**src/logic/tfe_pkg.sv**
```systemverilog
// Purpose: shared constants and carriers for the trace and format error exception unit
// Assumes: 32-bit logical addresses, 16-bit status word
// Notes: stack offsets are byte offsets from the stack pointer
package tfe_pkg;
  localparam int unsigned TFE_SR_W = 16;
  localparam int unsigned TFE_ADDR_W = 32;
  localparam int unsigned TFE_SR_TALL_POS = 15;
  localparam int unsigned TFE_SR_TFLOW_POS = 14;
  localparam int unsigned TFE_SR_SUPER_POS = 13;
  localparam logic [7:0] TFE_VEC_TRACE = 8'h09;
  localparam logic [7:0] TFE_VEC_FORMAT = 8'h0e;
  localparam logic [31:0] TFE_VERSION_OFFSET = 32'h0000_0036;
  localparam logic [3:0] TFE_FMT_SHORT = 4'h0;
  localparam logic [3:0] TFE_FMT_THROWAWAY = 4'h1;
  localparam logic [3:0] TFE_FMT_SIX = 4'h2;
  localparam logic [3:0] TFE_FMT_COPRO = 4'h9;
  localparam logic [3:0] TFE_FMT_SHORT_BUS = 4'ha;
  localparam logic [3:0] TFE_FMT_LONG_BUS = 4'hb;
  localparam logic [7:0] TFE_VERSION_RESET = 8'h00;

  typedef enum logic [1:0] {
    TFE_MODE_OFF,
    TFE_MODE_FLOW,
    TFE_MODE_ALL,
    TFE_MODE_RSVD
  } tfe_mode_t;

  // one instruction as seen by the sequencer
  typedef struct packed {
    logic flow_change;
    logic sr_write;
    logic breakpoint;
    logic stop;
    logic illegal;
    logic forced_exc;
    logic [31:0] next_pc;
  } tfe_instr_t;

  // exception frame request toward the stacking logic
  typedef struct packed {
    logic [7:0] vector;
    logic [3:0] format;
    logic [31:0] stacked_pc;
    logic [15:0] saved_sr;
    logic [31:0] vector_addr;
  } tfe_frame_t;
endpackage : tfe_pkg

```
**src/logic/tfe_unit.sv**
```systemverilog
// Purpose: trace exception ordering and format error detection
// Assumes: core sequencer gives instruction begin/complete/fault events
// Notes: one frame request at a time; frame_ack_in retires it
`timescale 1ns/1ps
module tfe_unit #(
  parameter logic [7:0] VERSION = tfe_pkg::TFE_VERSION_RESET
) (
  input wire logic mclk_in,
  input wire logic rst_in,
  input wire logic [15:0] sr_in,
  input wire logic instr_begin_in,
  input wire tfe_pkg::tfe_instr_t instr_in,
  input wire logic [31:0] instr_pc_in,
  input wire logic instr_done_in,
  input wire logic instr_fault_in,
  input wire logic irq_pending_in,
  input wire logic [31:0] vbr_in,
  input wire logic [31:0] sp_in,
  input wire logic rte_check_in,
  input wire logic [3:0] rte_format_in,
  input wire logic [7:0] rte_version_in,
  input wire logic restore_in,
  input wire logic [15:0] restore_word_in,
  input wire logic copro_fmt_valid_in,
  input wire logic copro_fmt_bad_in,
  input wire logic forced_done_in,
  input wire logic frame_ack_in,
  output logic [1:0] trace_mode_out,
  output logic sr_write_out,
  output logic [15:0] sr_value_out,
  output logic frame_req_out,
  output tfe_pkg::tfe_frame_t frame_out,
  output logic irq_allow_out,
  output logic [31:0] version_addr_out,
  output logic copro_fmt_req_out,
  output logic [15:0] copro_fmt_word_out,
  output logic stop_enter_out
);
  typedef enum logic [2:0] {
    TFE_IDLE,
    TFE_EXEC,
    TFE_WAIT_FORCED,
    TFE_TRACE,
    TFE_WAIT_COPRO,
    TFE_FMT_ERR
  } tfe_state_t;

  tfe_state_t state_reg;
  tfe_pkg::tfe_mode_t mode_at_begin_reg;
  logic trace_pending_reg;
  logic forced_pending_reg;
  logic stop_traced_reg;
  logic [31:0] next_pc_reg;
  logic [31:0] det_pc_reg;
  logic frame_req_reg;
  tfe_pkg::tfe_frame_t frame_reg;
  logic sr_write_reg;
  logic [15:0] sr_value_reg;
  logic copro_req_reg;
  logic [15:0] copro_word_reg;
  logic stop_enter_reg;
  logic [7:0] vec_sel;
  logic [31:0] vec_addr;
  tfe_pkg::tfe_mode_t live_mode;
  logic wants_trace;
  logic fmt_ok;
  logic version_bad;

  assign live_mode = tfe_pkg::tfe_mode_t'({sr_in[tfe_pkg::TFE_SR_TALL_POS],
                                           sr_in[tfe_pkg::TFE_SR_TFLOW_POS]});

  always_comb begin
    wants_trace = 1'b0;
    case (mode_at_begin_reg)
      tfe_pkg::TFE_MODE_FLOW: wants_trace = instr_in.flow_change | instr_in.sr_write |
                                            instr_in.breakpoint | instr_in.stop;
      tfe_pkg::TFE_MODE_ALL: wants_trace = 1'b1;
      // reserved mode: undefined, treated as no tracing
      default: wants_trace = 1'b0;
    endcase
    if (instr_in.illegal) begin
      wants_trace = 1'b0;
    end
  end

  always_comb begin
    case (rte_format_in)
      tfe_pkg::TFE_FMT_SHORT,
      tfe_pkg::TFE_FMT_THROWAWAY,
      tfe_pkg::TFE_FMT_SIX,
      tfe_pkg::TFE_FMT_COPRO,
      tfe_pkg::TFE_FMT_SHORT_BUS,
      tfe_pkg::TFE_FMT_LONG_BUS: fmt_ok = 1'b1;
      default: fmt_ok = 1'b0;
    endcase
  end

  // version word at sp plus offset
  assign version_addr_out = sp_in + tfe_pkg::TFE_VERSION_OFFSET;
  assign version_bad = (rte_format_in == tfe_pkg::TFE_FMT_LONG_BUS) &&
                       (rte_version_in != VERSION);

  assign vec_sel = (state_reg == TFE_FMT_ERR) ? tfe_pkg::TFE_VEC_FORMAT
                                              : tfe_pkg::TFE_VEC_TRACE;

  tfe_vec_addr u_vec_addr (
    .vbr_in(vbr_in),
    .vector_in(vec_sel),
    .addr_out(vec_addr)
  );

  // main sequencer
  always_ff @(posedge mclk_in) begin
    if (rst_in) begin
      state_reg <= TFE_IDLE;
    end else begin
      case (state_reg)
        TFE_IDLE: begin
          if (rte_check_in && (!fmt_ok || version_bad)) begin
            state_reg <= TFE_FMT_ERR;
          end else if (restore_in) begin
            state_reg <= TFE_WAIT_COPRO;
          end else if (instr_begin_in) begin
            state_reg <= TFE_EXEC;
          end
        end
        TFE_EXEC: begin
          if (instr_fault_in) begin
            state_reg <= TFE_IDLE;
          end else if (instr_done_in) begin
            // forced exception first
            // pending flag lands on this same edge, so decide from the live verdict
            if (instr_in.forced_exc && wants_trace) begin
              state_reg <= TFE_WAIT_FORCED;
            end else if (wants_trace) begin
              state_reg <= TFE_TRACE;
            end else begin
              state_reg <= TFE_IDLE;
            end
          end
        end
        TFE_WAIT_FORCED: begin
          if (forced_done_in) begin
            state_reg <= TFE_TRACE;
          end
        end
        TFE_TRACE: begin
          if (frame_ack_in) begin
            state_reg <= TFE_IDLE;
          end
        end
        TFE_WAIT_COPRO: begin
          if (copro_fmt_valid_in) begin
            state_reg <= copro_fmt_bad_in ? TFE_FMT_ERR : TFE_IDLE;
          end
        end
        TFE_FMT_ERR: begin
          if (frame_ack_in) begin
            state_reg <= TFE_IDLE;
          end
        end
        default: state_reg <= TFE_IDLE;
      endcase
    end
  end

  always_ff @(posedge mclk_in) begin
    if (rst_in) begin
      mode_at_begin_reg <= tfe_pkg::TFE_MODE_OFF;
    end else if (state_reg == TFE_IDLE && instr_begin_in) begin
      mode_at_begin_reg <= live_mode;
    end
  end

  // a fault sets no pending trace; the resumed instruction is judged again when it completes
  always_ff @(posedge mclk_in) begin
    if (rst_in) begin
      trace_pending_reg <= 1'b0;
      stop_traced_reg <= 1'b0;
    end else if (state_reg == TFE_EXEC && instr_done_in && !instr_fault_in) begin
      trace_pending_reg <= wants_trace;
      stop_traced_reg <= instr_in.stop && wants_trace;
    end else if (state_reg == TFE_TRACE && frame_ack_in) begin
      trace_pending_reg <= 1'b0;
      stop_traced_reg <= 1'b0;
    end else if (state_reg == TFE_IDLE && instr_begin_in && !trace_pending_reg) begin
      trace_pending_reg <= 1'b0;
    end
  end

  always_ff @(posedge mclk_in) begin
    if (rst_in) begin
      forced_pending_reg <= 1'b0;
    end else if (state_reg == TFE_EXEC && instr_done_in && instr_in.forced_exc) begin
      forced_pending_reg <= 1'b1;
    end else if (forced_done_in) begin
      forced_pending_reg <= 1'b0;
    end
  end

  always_ff @(posedge mclk_in) begin
    if (rst_in) begin
      next_pc_reg <= 32'h0000_0000;
      det_pc_reg <= 32'h0000_0000;
    end else begin
      if (state_reg == TFE_EXEC && instr_done_in) begin
        next_pc_reg <= instr_in.next_pc;
      end
      if (state_reg == TFE_IDLE && (rte_check_in || restore_in)) begin
        det_pc_reg <= instr_pc_in;
      end
    end
  end

  always_ff @(posedge mclk_in) begin
    if (rst_in) begin
      stop_enter_reg <= 1'b0;
    end else begin
      stop_enter_reg <= state_reg == TFE_EXEC && instr_done_in && !instr_fault_in &&
                        instr_in.stop && !wants_trace;
    end
  end

  // frame build: one-cycle sr update, request held until acknowledged
  always_ff @(posedge mclk_in) begin
    if (rst_in) begin
      frame_req_reg <= 1'b0;
      frame_reg <= '0;
      sr_write_reg <= 1'b0;
      sr_value_reg <= 16'h0000;
    end else begin
      sr_write_reg <= 1'b0;
      if (frame_req_reg && frame_ack_in) begin
        frame_req_reg <= 1'b0;
      end else if (!frame_req_reg && (state_reg == TFE_TRACE || state_reg == TFE_FMT_ERR)) begin
        frame_req_reg <= 1'b1;
        frame_reg.saved_sr <= sr_in;
        frame_reg.vector_addr <= vec_addr;
        sr_write_reg <= 1'b1;
        sr_value_reg <= sr_in;
        sr_value_reg[tfe_pkg::TFE_SR_SUPER_POS] <= 1'b1;
        sr_value_reg[tfe_pkg::TFE_SR_TALL_POS] <= 1'b0;
        sr_value_reg[tfe_pkg::TFE_SR_TFLOW_POS] <= 1'b0;
        if (state_reg == TFE_TRACE) begin
          frame_reg.vector <= tfe_pkg::TFE_VEC_TRACE;
          frame_reg.format <= tfe_pkg::TFE_FMT_SHORT;
          frame_reg.stacked_pc <= next_pc_reg;
        end else begin
          frame_reg.vector <= tfe_pkg::TFE_VEC_FORMAT;
          frame_reg.format <= tfe_pkg::TFE_FMT_SHORT;
          frame_reg.stacked_pc <= det_pc_reg;
        end
      end
    end
  end

  always_ff @(posedge mclk_in) begin
    if (rst_in) begin
      copro_req_reg <= 1'b0;
      copro_word_reg <= 16'h0000;
    end else if (state_reg == TFE_IDLE && restore_in && !rte_check_in) begin
      copro_req_reg <= 1'b1;
      copro_word_reg <= restore_word_in;
    end else if (copro_fmt_valid_in) begin
      copro_req_reg <= 1'b0;
    end
  end

  assign irq_allow_out = irq_pending_in && !trace_pending_reg && !forced_pending_reg &&
                         (state_reg == TFE_IDLE);

  assign trace_mode_out = live_mode;
  assign sr_write_out = sr_write_reg;
  assign sr_value_out = sr_value_reg;
  assign frame_req_out = frame_req_reg;
  assign frame_out = frame_reg;
  assign copro_fmt_req_out = copro_req_reg;
  assign copro_fmt_word_out = copro_word_reg;
  assign stop_enter_out = stop_enter_reg;
endmodule : tfe_unit

```
**src/logic/tfe_vec_addr.sv**
```systemverilog
// Purpose: exception vector fetch address from base and vector number
// Assumes: vector base register supplied by the core
// Notes: purely combinational
`timescale 1ns/1ps
module tfe_vec_addr (
  input wire logic [31:0] vbr_in,
  input wire logic [7:0] vector_in,
  output logic [31:0] addr_out
);
  assign addr_out = vbr_in + {22'h000000, vector_in, 2'b00};
endmodule : tfe_vec_addr

```
**config.mk**
```make
export PLATFORM = sky130hd
export DESIGN_NAME = tfe_unit
export DESIGN_NICKNAME = d
export VERILOG_FILES = /design/src/logic/tfe_pkg.sv /design/src/logic/tfe_unit.sv /design/src/logic/tfe_vec_addr.sv
export SDC_FILE = /design/constraint.sdc
export NUM_CORES = 1
export LEC_CHECK = 0
export ABC_AREA = 1
export BUFFER_PORTS_ARGS = -buffer_cell sky130_fd_sc_hd__buf_4
export CAP_MARGIN = 20
export CORE_ASPECT_RATIO = 0.9
export CORE_MARGIN = 2
export CORE_UTILIZATION = 40
export DETAILED_ROUTE_END_ITERATION = 10
export PLACE_DENSITY_LB_ADDON = 0.05
export SLEW_MARGIN = 10
export SYNTH_ARGS = -nofsm -noshare
export SYNTH_HDL_FRONTEND = slang
export SYNTH_SLANG_ARGS = --single-unit
```
**constraint.sdc**
```tcl
create_clock -name mclk_in -period 6.5 [get_ports mclk_in]
set_input_delay 0.325 -clock mclk_in [delete_from_list [all_inputs] [get_ports mclk_in]]
set_output_delay 0.325 -clock mclk_in [all_outputs]
set_load 0.02 [all_outputs]
```
==> impl_metrics.py, run 1 <==
metrics = {
    "outcome": {
        "status": "completed",
    },
    "cts": {
        "ctsHoldBuffers": 0,
        "clkSlewWorstSetupHoldPaths_ns": 0.07,
        "clockBufferDepth": 2,
        "cts_resized": 0,
        "cts_made_buffers": 17,
        "cts_tree": "yes",
        "ctsRootBufferMaster": "clkbuf_16",
        "h-tree-depth": 4,
        "cts_setup_buffers": 0,
        "cts.sinks": 174,
        "clk_latency_ns": 0.43,
    },
    "yosys": {
        "synthTopCellsByCount": "262 x nor2_1, 198 x nand2_1, 174 x dfxtp_1",
        "synthesis.instances": 1218,
        "synth_edf_count": 0,
        "yosysUniqueCellTypes": 37,
        "syn_area_per_cell_sq_um": 6.95,
        "synth_top_area_frac": 0.412,
        "syn_area_sq_mm": 0.00846,
        "ys_warn_count": 0,
        "synthFlopType": "dfxtp_1",
        "synthArstFlopShare": 0,
        "synth_area_leader_cell": "dfxtp_1",
        "ys_seq_area_frac": 0.412,
        "yosysMostFrequentCell": "nor2_1",
        "ys_ff_latch": 174,
        "synthTopCellsByArea": "dfxtp_1 41%, nor2_1 12%, nand2_1 8.8%",
    },
    "placement": {
        "dp_cells": 1774,
        "dpl_worst_slack_ns": 3.07,
        "place_congestion": 0.897,
        "hpwl_mm": 19.7,
        "post_dp_cell_area_sq_mm": 0.0110,
        "portBuffers": 340,
    },
    "critical_path": {
        "required_ns": 6.83,
        "worstSetupStartpointType": "flop",
        "r2r-start": "state_reg[0]$_SDFFE_PP0P_",
        "timing.rr.end": "frame_out[31]$_SDFFE_PP0P_",
        "arrival_ns": 3.70,
        "ff2ff_path_depth": 12,
        "critical_path_class": "flop to flop",
        "reg2reg_slack_ns": 3.14,
        "critPathMaxFanout": 77,
        "cp-end-kind": "flop",
    },
    "timing": {
        "clock.fmax_mhz": 298,
        "setup_viol": 0,
        "clock_skew_ns": 0.00917,
        "relSlewSlack": 0.387,
        "timing.hold.ws_ns": 0.115,
        "rsz0062_at_grt": "no",
        "finalCriticalPeriod_ns": 3.36,
        "fin_crit_sh": 0.517,
        "worst_slew_pin_slew_ns": 0.917,
        "maxSlewViolCount": 0,
        "tns_ns": 0,
        "final_hold_viol_count": 0,
        "finalWorstSetupSlack_ns": 3.14,
    },
    "finish": {
        "syn2layout_area_growth_pct": 36.4,
        "postLayoutCoreUtil": 0.556,
        "fin_nets": 1704,
        "antenna_cells": 0,
        "fin_cells": 1805,
        "post-route-cell-area_sq_mm": 0.0115,
        "largest_register_ffs": 82,
        "drive_gt1_frac": 0.265,
    },
    "global_route": {
        "antenna_found_initial": 0,
        "grt_pass1_wl_mm": 41.7,
        "grt_pass1_vias": 7956,
        "grt.total_usage": 0.236,
        "grt_overflow": 0,
        "grt_max_degree": 107,
    },
    "route": {
        "drc": 0,
        "dr.pass1.iters": 5,
        "drt-total-wl_mm": 27.1,
        "antenna_left": 0,
        "drt_iter0_markers": 532,
        "vias": 8689,
        "vias_per_cell": 4.81,
        "routedWlPerCell_um": 15.0,
    },
    "pwr": {
        "p_leak_nw": 5.48,
        "p_per_area_mw_per_mm2": 286,
        "power.total_mw": 3.31,
        "ir_drop_mv": 0.152,
    },
    "floorplan": {
        "dieArea_sq_mm": 0.0223,
        "rows": 50,
        "initial_core_util": 0.407,
        "core-area_sq_mm": 0.0208,
        "die_w_um": 157,
        "pin_count": 353,
        "fp.dieH_um": 142,
    },
    "worst_hold_path": {
        "hold_path.startpoint": "restore_word_in[2]",
        "hold_end": "copro_fmt_word_out[2]$_SDFFE_PP0P_",
        "hp-class": "input pin to flop",
        "min_delay_path_depth": 3,
    },
    "job": {
        "max_cap_viol_count": 0,
    },
}
## power breakdown
group	total [mW]	switching, mW	internal (mW)	leakage (nW)
clock	1.01	0.468	0.541	0.277
sequential	1.34	0.0983	1.24	1.42
combinational	0.956	0.583	0.373	3.79
## per-layer routing
metal	track usage	up-vias	share of wire
met4	0.0675	0	0.019
met5	0	-	0
met3	0.0548	30	0.072
met2	0.394	296	0.47
met1	0.306	3861	0.44
li1	-	4502	-
## cell usage in the layout (no fill, tap or decap), types with 3 or more instances in the layout
| cell | count |
|---|---|
| o21ai_0 | 139 |
| dfxtp_1 | 174 |
| nor2_2 | 7 |
| nor4_1 | 6 |
| inv_1 | 95 |
| or2_2 | 6 |
| xor2_1 | 20 |
| nor2_1 | 260 |
| conb_1 | 10 |
| a21oi_1 | 18 |
| nand4_1 | 21 |
| ha_1 | 6 |
| xnor2_1 | 15 |
| inv_8 | 3 |
| nor3_1 | 47 |
| clkbuf_16 | 17 |
| inv_6 | 6 |
| a31oi_1 | 32 |
| o211ai_1 | 9 |
| o21ai_1 | 15 |
| nand3_1 | 43 |
| buf_4 | 348 |
| nand2_1 | 198 |
## area by class of cell
type                            count  area [sq um]
Clock buffer                       17           425
Clock inverter                     14           145
Fill cell                        2088          9220
Inverter                           98           369
Multi-Input combinational cell    867          4130
Sequential cell                   174          3480
Tap cell                          286           358
Timing Repair Buffer              349          2640
## critical path, cell delays in order (launching register included)
cell and delay [ns]:
dfxtp_1 0.44, nand2_1 0.11, nor2_2 0.09, buf_4 0.37, nor2_1 0.15, nor2_4 0.09, buf_4 0.49, buf_4 0.66
inv_2 0.44, a21oi_1 0.21, o21ai_0 0.10, nand2_1 0.06, inv_1 0.03
## how the worst max path moves through the flow
stage | startpoint | to | depth (start not counted) | slack [ns]
after floorplan | state_reg[1]$_SDFFE_PP0P_ | frame_out[28]$_SDFFE_PP0P_ | 15 | 4.16
after global placement | state_reg[0]$_SDFFE_PP0P_ | frame_out[31]$_SDFFE_PP0P_ | 12 | 3.13
after detailed placement | state_reg[0]$_SDFFE_PP0P_ | frame_out[31]$_SDFFE_PP0P_ | 12 | 3.07
after CTS | state_reg[0]$_SDFFE_PP0P_ | frame_out[31]$_SDFFE_PP0P_ | 12 | 3.05
after global routing | state_reg[0]$_SDFFE_PP0P_ | frame_out[31]$_SDFFE_PP0P_ | 12 | 2.69
final | state_reg[0]$_SDFFE_PP0P_ | frame_out[31]$_SDFFE_PP0P_ | 12 | 3.14
## logic make-up (layout without fill, tap and decap cells)
logic type	after synthesis	count (layout)	synth area share
adders and majority gates	7	7	0.0112
DFF	174	174	0.412
other	1	10	0.000443
AOI/OAI and AO/OA	219	219	0.140
and+or+nand+nor	596	596	0.295
buffers and inverters	186	478	0.106
xor gates and xnor gates	35	35	0.0362
(Power assumes the default switching activity.)
==> run 2, diff against run 1 <==
- ABC_AREA: 1 -> 0
- clock period: 6.5 -> 2.9 ns (I/O delays scaled with it)
==> run 2 against run 1 <==
  * Combinational power increased by 54%
  * Clock-buffer cell count is 1 higher
  * Routed wire length is 5.7% lower
  * Register-to-register slack worse by 2.7 ns
  * Hold slack worse by 0.089 ns
  * Flip-flop and latch count unchanged
  * Cell area grew 5.7%
  * Area after synthesis decreased by 4.7%
  * Fmax rose by 35%
  * Critical path depth fell by 3
  * Clock skew rose by 0.0074 ns
  * Critical path type unchanged
  * Largest power group unchanged
  * First-iteration DRC count shrank 29%
==> impl_metrics.py, run 2 <==
metrics = {
    "outcome": {
        "status": "completed",
    },
    "yosys": {
        "synthTopCellsByCount": "231 x nand2_1, 174 x dfxtp_1, 116 x a21oi_1",
        "synthArstFlopShare": 0,
        "ys_ff_latch": 174,
        "synth_edf_count": 0,
        "yosysMostFrequentCell": "nand2_1",
        "yosysUniqueCellTypes": 57,
        "syn_area_sq_mm": 0.00806,
        "synth_area_leader_cell": "dfxtp_1",
        "synth_top_area_frac": 0.432,
        "synthFlopType": "dfxtp_1",
        "synthTopCellsByArea": "dfxtp_1 43%, nand2_1 11%, a21oi_1 7.2%",
        "synthesis.instances": 982,
        "ys_warn_count": 0,
        "ys_seq_area_frac": 0.432,
        "syn_area_per_cell_sq_um": 8.21,
    },
    "critical_path": {
        "required_ns": 3.24,
        "worstSetupStartpointType": "flop",
        "critPathMaxFanout": 5,
        "critical_path_class": "flop to flop",
        "arrival_ns": 2.82,
        "cp-end-kind": "flop",
    },
    "pwr": {
        "comb_power_share": 0.230,
        "pwr-share-seq": 0.416,
        "internal-power_mw": 4.41,
        "power.switching_mw": 1.99,
        "switching_share": 0.310,
        "p_leak_nw": 5.28,
        "power.share.clock": 0.354,
        "ir_drop_mv": 0.396,
        "p_per_area_mw_per_mm2": 524,
    },
    "finish": {
        "final_cell_mix": "350 x buf_4, 231 x nand2_1, 174 x dfxtp_1",
        "antenna_cells": 0,
        "postLayoutCoreUtil": 0.615,
        "drive_gt1_frac": 0.295,
        "fin_nets": 1574,
        "mostFrequentLayoutCell": "buf_4",
        "syn2layout_area_growth_pct": 51.4,
        "fill_cells": 1798,
        "largest_register_ffs": 82,
    },
    "timing": {
        "clock.fmax_mhz": 403,
        "clock_skew_ns": 0.0166,
        "maxSlewViolCount": 0,
        "rsz0062_at_grt": "no",
        "final_hold_viol_count": 0,
        "fin_crit_sh": 0.857,
        "relSlewSlack": 0.368,
        "finalCriticalPeriod_ns": 2.48,
        "worst_slew_pin_slew_ns": 0.948,
        "setup_viol": 0,
        "tns_ns": 0,
    },
    "floorplan": {
        "fp.dieH_um": 139,
        "core-area_sq_mm": 0.0199,
        "die_w_um": 154,
        "initial_core_util": 0.406,
        "dieArea_sq_mm": 0.0213,
        "rows": 49,
        "pin_count": 353,
    },
    "job": {
        "max_cap_viol_count": 0,
    },
    "route": {
        "vias_per_cell": 4.88,
        "dr.pass1.iters": 5,
        "routedWlPerCell_um": 15.5,
        "drt-total-wl_mm": 25.6,
        "vias": 8032,
        "drc": 0,
        "antenna_left": 0,
        "drt_iter0_markers": 378,
    },
    "cts": {
        "cts.sinks": 174,
        "clkSlewWorstSetupHoldPaths_ns": 0.08,
        "clk_latency_ns": 0.43,
        "h-tree-depth": 4,
        "ctsRootBufferMaster": "clkbuf_16",
        "clockBufferDepth": 2,
        "cts_made_buffers": 17,
        "cts_tree": "yes",
    },
    "placement": {
        "portBuffers": 340,
        "place_congestion": 0.824,
        "hpwl_mm": 17.5,
    },
    "global_route": {
        "grt_pass1_vias": 7541,
        "antenna_found_initial": 0,
        "grt_pass1_wl_mm": 40.0,
        "grt.total_usage": 0.231,
        "grt_overflow": 0,
        "grt_max_degree": 111,
    },
    "worst_hold_path": {
        "hp-class": "input pin to flop",
    },
}
-- run 2: final timing paths --
path | startpoint | endpoint | slack [ns] | cells after the start
hold reg to reg | next_pc_reg[1]$_SDFFE_PP0P_ | next_pc_reg[1]$_SDFFE_PP0P_ | 0.45 | 2
hold / removal | vbr_in[31] | frame_out[31]$_SDFFE_PP0P_ | 0.03 | 3
setup / recovery | state_reg[1]$_SDFFE_PP0P_ | frame_out[28]$_SDFFE_PP0P_ | 0.42 | 9
setup reg to reg | state_reg[1]$_SDFFE_PP0P_ | frame_out[28]$_SDFFE_PP0P_ | 0.42 | 9
-- run 2: cell type report --
type                       count  area [sq um]  share of cell area
multi-input combinational    714          4050               0.332
inverter                      15          56.3             0.00461
sequential                   174          3480               0.285
clock buffer                  18           439              0.0360
timing repair buffer         455          3710               0.304
clock inverter                14           151              0.0124
tap                          255           319              0.0261
-- run 2: what timing repair did --
item | in CTS | in global routing
hold buffers | 101 | 0
resized for setup | 0 | 1
buffers inserted | 0 | 0
setup endpoints to repair | 0 | 2
hold endpoints to repair | 101 | 0
-- run 2: per-stage QoR --
step	setup slack, ns	std cells	area, sq um	hold WS, ns	power [mW]
floorplan	0.417	991	8100	0.281	3.48
global placement	0.316	1512	10600	0.290	4.06
detailed placement	0.293	1512	10600	0.290	4.08
CTS	0.251	1645	12200	0.000602	6.47
global route	0.167	1645	12200	0.0113	6.72
finish	0.416	1645	12200	0.0260	6.39
-- run 2: power groups by stage --
stage          combinational (mW)  sequential [mW]  clock [mW]
4_1_cts                      1.48             2.66        2.34
2_1_floorplan               0.662             2.82           0
5_1_grt                      1.60             2.68        2.43
6_report                     1.47             2.66        2.26
3_5_place_dp                 1.36             2.71           0
3_3_place_gp                 1.36             2.71           0
-- run 2: cell families (layout without fill, tap and decap cells) --
logic type,Yosys count,in the layout,synth area share
buf+inv,103,502,0.0722
xor+xnor,52,52,0.0565
compound gates,204,204,0.160
flops,174,174,0.432
simple gates,407,407,0.225
fa+ha+maj,7,7,0.0118
other cells,1,10,0.000465
mux,34,34,0.0422
-- run 2: critical path: stages, from the launching register on --
cell	delay, ns
dfxtp_1	0.32
nand3b_1	0.24
ha_1	0.23
inv_1	0.06
fa_1	0.37
nand2b_1	0.24
a211oi_2	0.40
nand4_1	0.17
xor2_1	0.18
a211oi_2	0.20
-- run 2: routing by layer --
layer,vias up,part of all wire,track usage
li1,4112,-,-
met1,3656,0.44,0.302
met2,248,0.48,0.382
met3,16,0.065,0.0616
met4,0,0.011,0.0584
met5,-,0,0
==> run 3, diff against run 2 <==
- SETUP_SLACK_MARGIN: unset -> 0.5
- SLEW_MARGIN: 10 -> 20
==> run 3 against run 2 <==
  * Flip-flop and latch count unchanged
  * Clock skew down 0.0022 ns
  * Via count rose by 0.42%
  * Die area unchanged
  * Critical endpoint unchanged
  * Highest routed layer unchanged
==> impl_metrics.py, run 3 (synthesis gave the netlist of run 2 again) <==
metrics = {
    "global_route": {
        "grt_pass1_wl_mm": 40.2,
        "grt.total_usage": 0.232,
        "antenna_found_initial": 0,
        "grt_max_degree": 112,
        "grt_pass1_vias": 7851,
        "grt_overflow": 0,
    },
    "timing": {
        "finalWorstSetupSlack_ns": 0.621,
        "setup_viol": 0,
        "fin_crit_sh": 0.786,
        "worst_slew_pin_slew_ns": 0.888,
        "maxSlewViolCount": 0,
        "relSlewSlack": 0.408,
        "clock.fmax_mhz": 439,
        "final_hold_viol_count": 0,
        "tns_ns": 0,
        "clock_skew_ns": 0.0144,
        "finalCriticalPeriod_ns": 2.28,
        "rsz0062_at_grt": "yes",
    },
    "pwr": {
        "ir_drop_mv": 0.354,
        "p_leak_nw": 5.32,
        "p_per_area_mw_per_mm2": 528,
    },
    "floorplan": {
        "dieArea_sq_mm": 0.0213,
        "pin_count": 353,
        "die_w_um": 154,
        "core-area_sq_mm": 0.0199,
        "rows": 49,
        "initial_core_util": 0.406,
        "fp.dieH_um": 139,
    },
    "placement": {
        "post_dp_cell_area_sq_mm": 0.0106,
        "hpwl_mm": 17.7,
        "dp_cells": 1513,
        "place_congestion": 0.805,
        "dpl_worst_slack_ns": 0.422,
        "portBuffers": 340,
    },
    "job": {
        "max_cap_viol_count": 0,
    },
    "critical_path": {
        "required_ns": 3.24,
        "cp_slowest_stage_delay_ns": 0.35,
        "arrival_ns": 2.62,
        "cp_top_family": "adder cells",
        "critPathMaxFanout": 5,
        "worstSetupStartpointType": "flop",
        "cp-end-kind": "flop",
        "cp_cell_sequence": "nand3b_1, ha_2, inv_2, fa_2, nand2b_4, a211oi_4, nand4_1, xor2_1, a211oi_2",
        "worst_path_max_delay_cell": "fa_2",
        "critical_path_class": "flop to flop",
        "worst-path-buf-inv": 1,
    },
    "route": {
        "drt-total-wl_mm": 25.2,
        "vias": 8066,
        "dr.pass1.iters": 4,
        "drc": 0,
        "antenna_left": 0,
        "drt_iter0_markers": 427,
        "vias_per_cell": 4.89,
        "routedWlPerCell_um": 15.3,
    },
    "finish": {
        "largest_register_ffs": 82,
        "drive_gt1_frac": 0.302,
        "final_cell_mix": "354 x buf_4, 231 x nand2_1, 173 x dfxtp_1",
        "postLayoutCoreUtil": 0.620,
        "mostFrequentLayoutCell": "buf_4",
        "syn2layout_area_growth_pct": 52.6,
        "post-route-cell-area_sq_mm": 0.0123,
        "antenna_cells": 0,
        "fin_cells": 1651,
        "fin_nets": 1580,
    },
    "cts": {
        "ctsRootBufferMaster": "clkbuf_16",
        "clk_latency_ns": 0.43,
        "h-tree-depth": 4,
        "cts_tree": "yes",
        "cts.sinks": 174,
        "clkSlewWorstSetupHoldPaths_ns": 0.07,
        "clockBufferDepth": 2,
        "cts_made_buffers": 17,
    },
    "outcome": {
        "status": "completed",
    },
    "worst_hold_path": {
        "hp-class": "input pin to flop",
    },
}
-- run 3: metrics by stage --
stage | hold WS (ns) | total power, mW
2_1_floorplan | 0.281 | 3.48
5_1_grt | 0.0163 | 6.81
3_3_place_gp | 0.290 | 4.07
3_5_place_dp | 0.290 | 4.08
4_1_cts | 0.00381 | 6.56
6_report | 0.0268 | 6.50
-- run 3: cell type report --
class                      count  area, sq um
clock buffer                  18          439
clock inverter                14          174
fill                        1805         7560
inverter                      15         56.3
multi-input combinational    714         4070
sequential                   174         3480
tap                          255          319
timing repair buffer         461         3760
-- run 3: final timing paths --
kind	startpoint	end	slack, ns	cells after the start
hold / removal	sr_in[15]	frame_out[47]$_SDFFE_PP0P_	0.03	3
hold reg to reg	next_pc_reg[0]$_SDFFE_PP0P_	next_pc_reg[0]$_SDFFE_PP0P_	0.45	2
setup / recovery	state_reg[1]$_SDFFE_PP0P_	frame_out[28]$_SDFFE_PP0P_	0.62	9
setup reg to reg	state_reg[1]$_SDFFE_PP0P_	frame_out[28]$_SDFFE_PP0P_	0.62	9
-- run 3: power breakdown --
part	total [mW]	internal [mW]	switching [mW]	leakage, nW
clock	2.35	1.26	1.09	0.294
combinational	1.49	0.683	0.807	3.61
sequential	2.66	2.56	0.0947	1.42
-- run 3: routing by layer --
layer	share of wire	track usage	wire length, um	vias up
li1	-	-	-	4113
met1	0.44	0.293	11000	3652
met2	0.48	0.391	12100	269
met3	0.063	0.0516	1600	32
met4	0.020	0.0811	517	0
met5	0	0	0	-
-- run 3: what timing repair did --
| item | in CTS | in global routing |
|---|---|---|
| buffers inserted | 1 | 2 |
| hold buffers | 103 | 0 |
| resized for setup | 2 | 7 |
| gates cloned | 0 | 0 |
| pin swaps | 1 | 6 |
| setup endpoints to repair | 4 | 13 |
| endpoints found under the hold margin | 104 | 0 |
-- run 3: tightest hold or removal path: stages --
cell and delay [ns]:
buf_4 0.14, nand2_1 0.06, a21oi_1 0.05
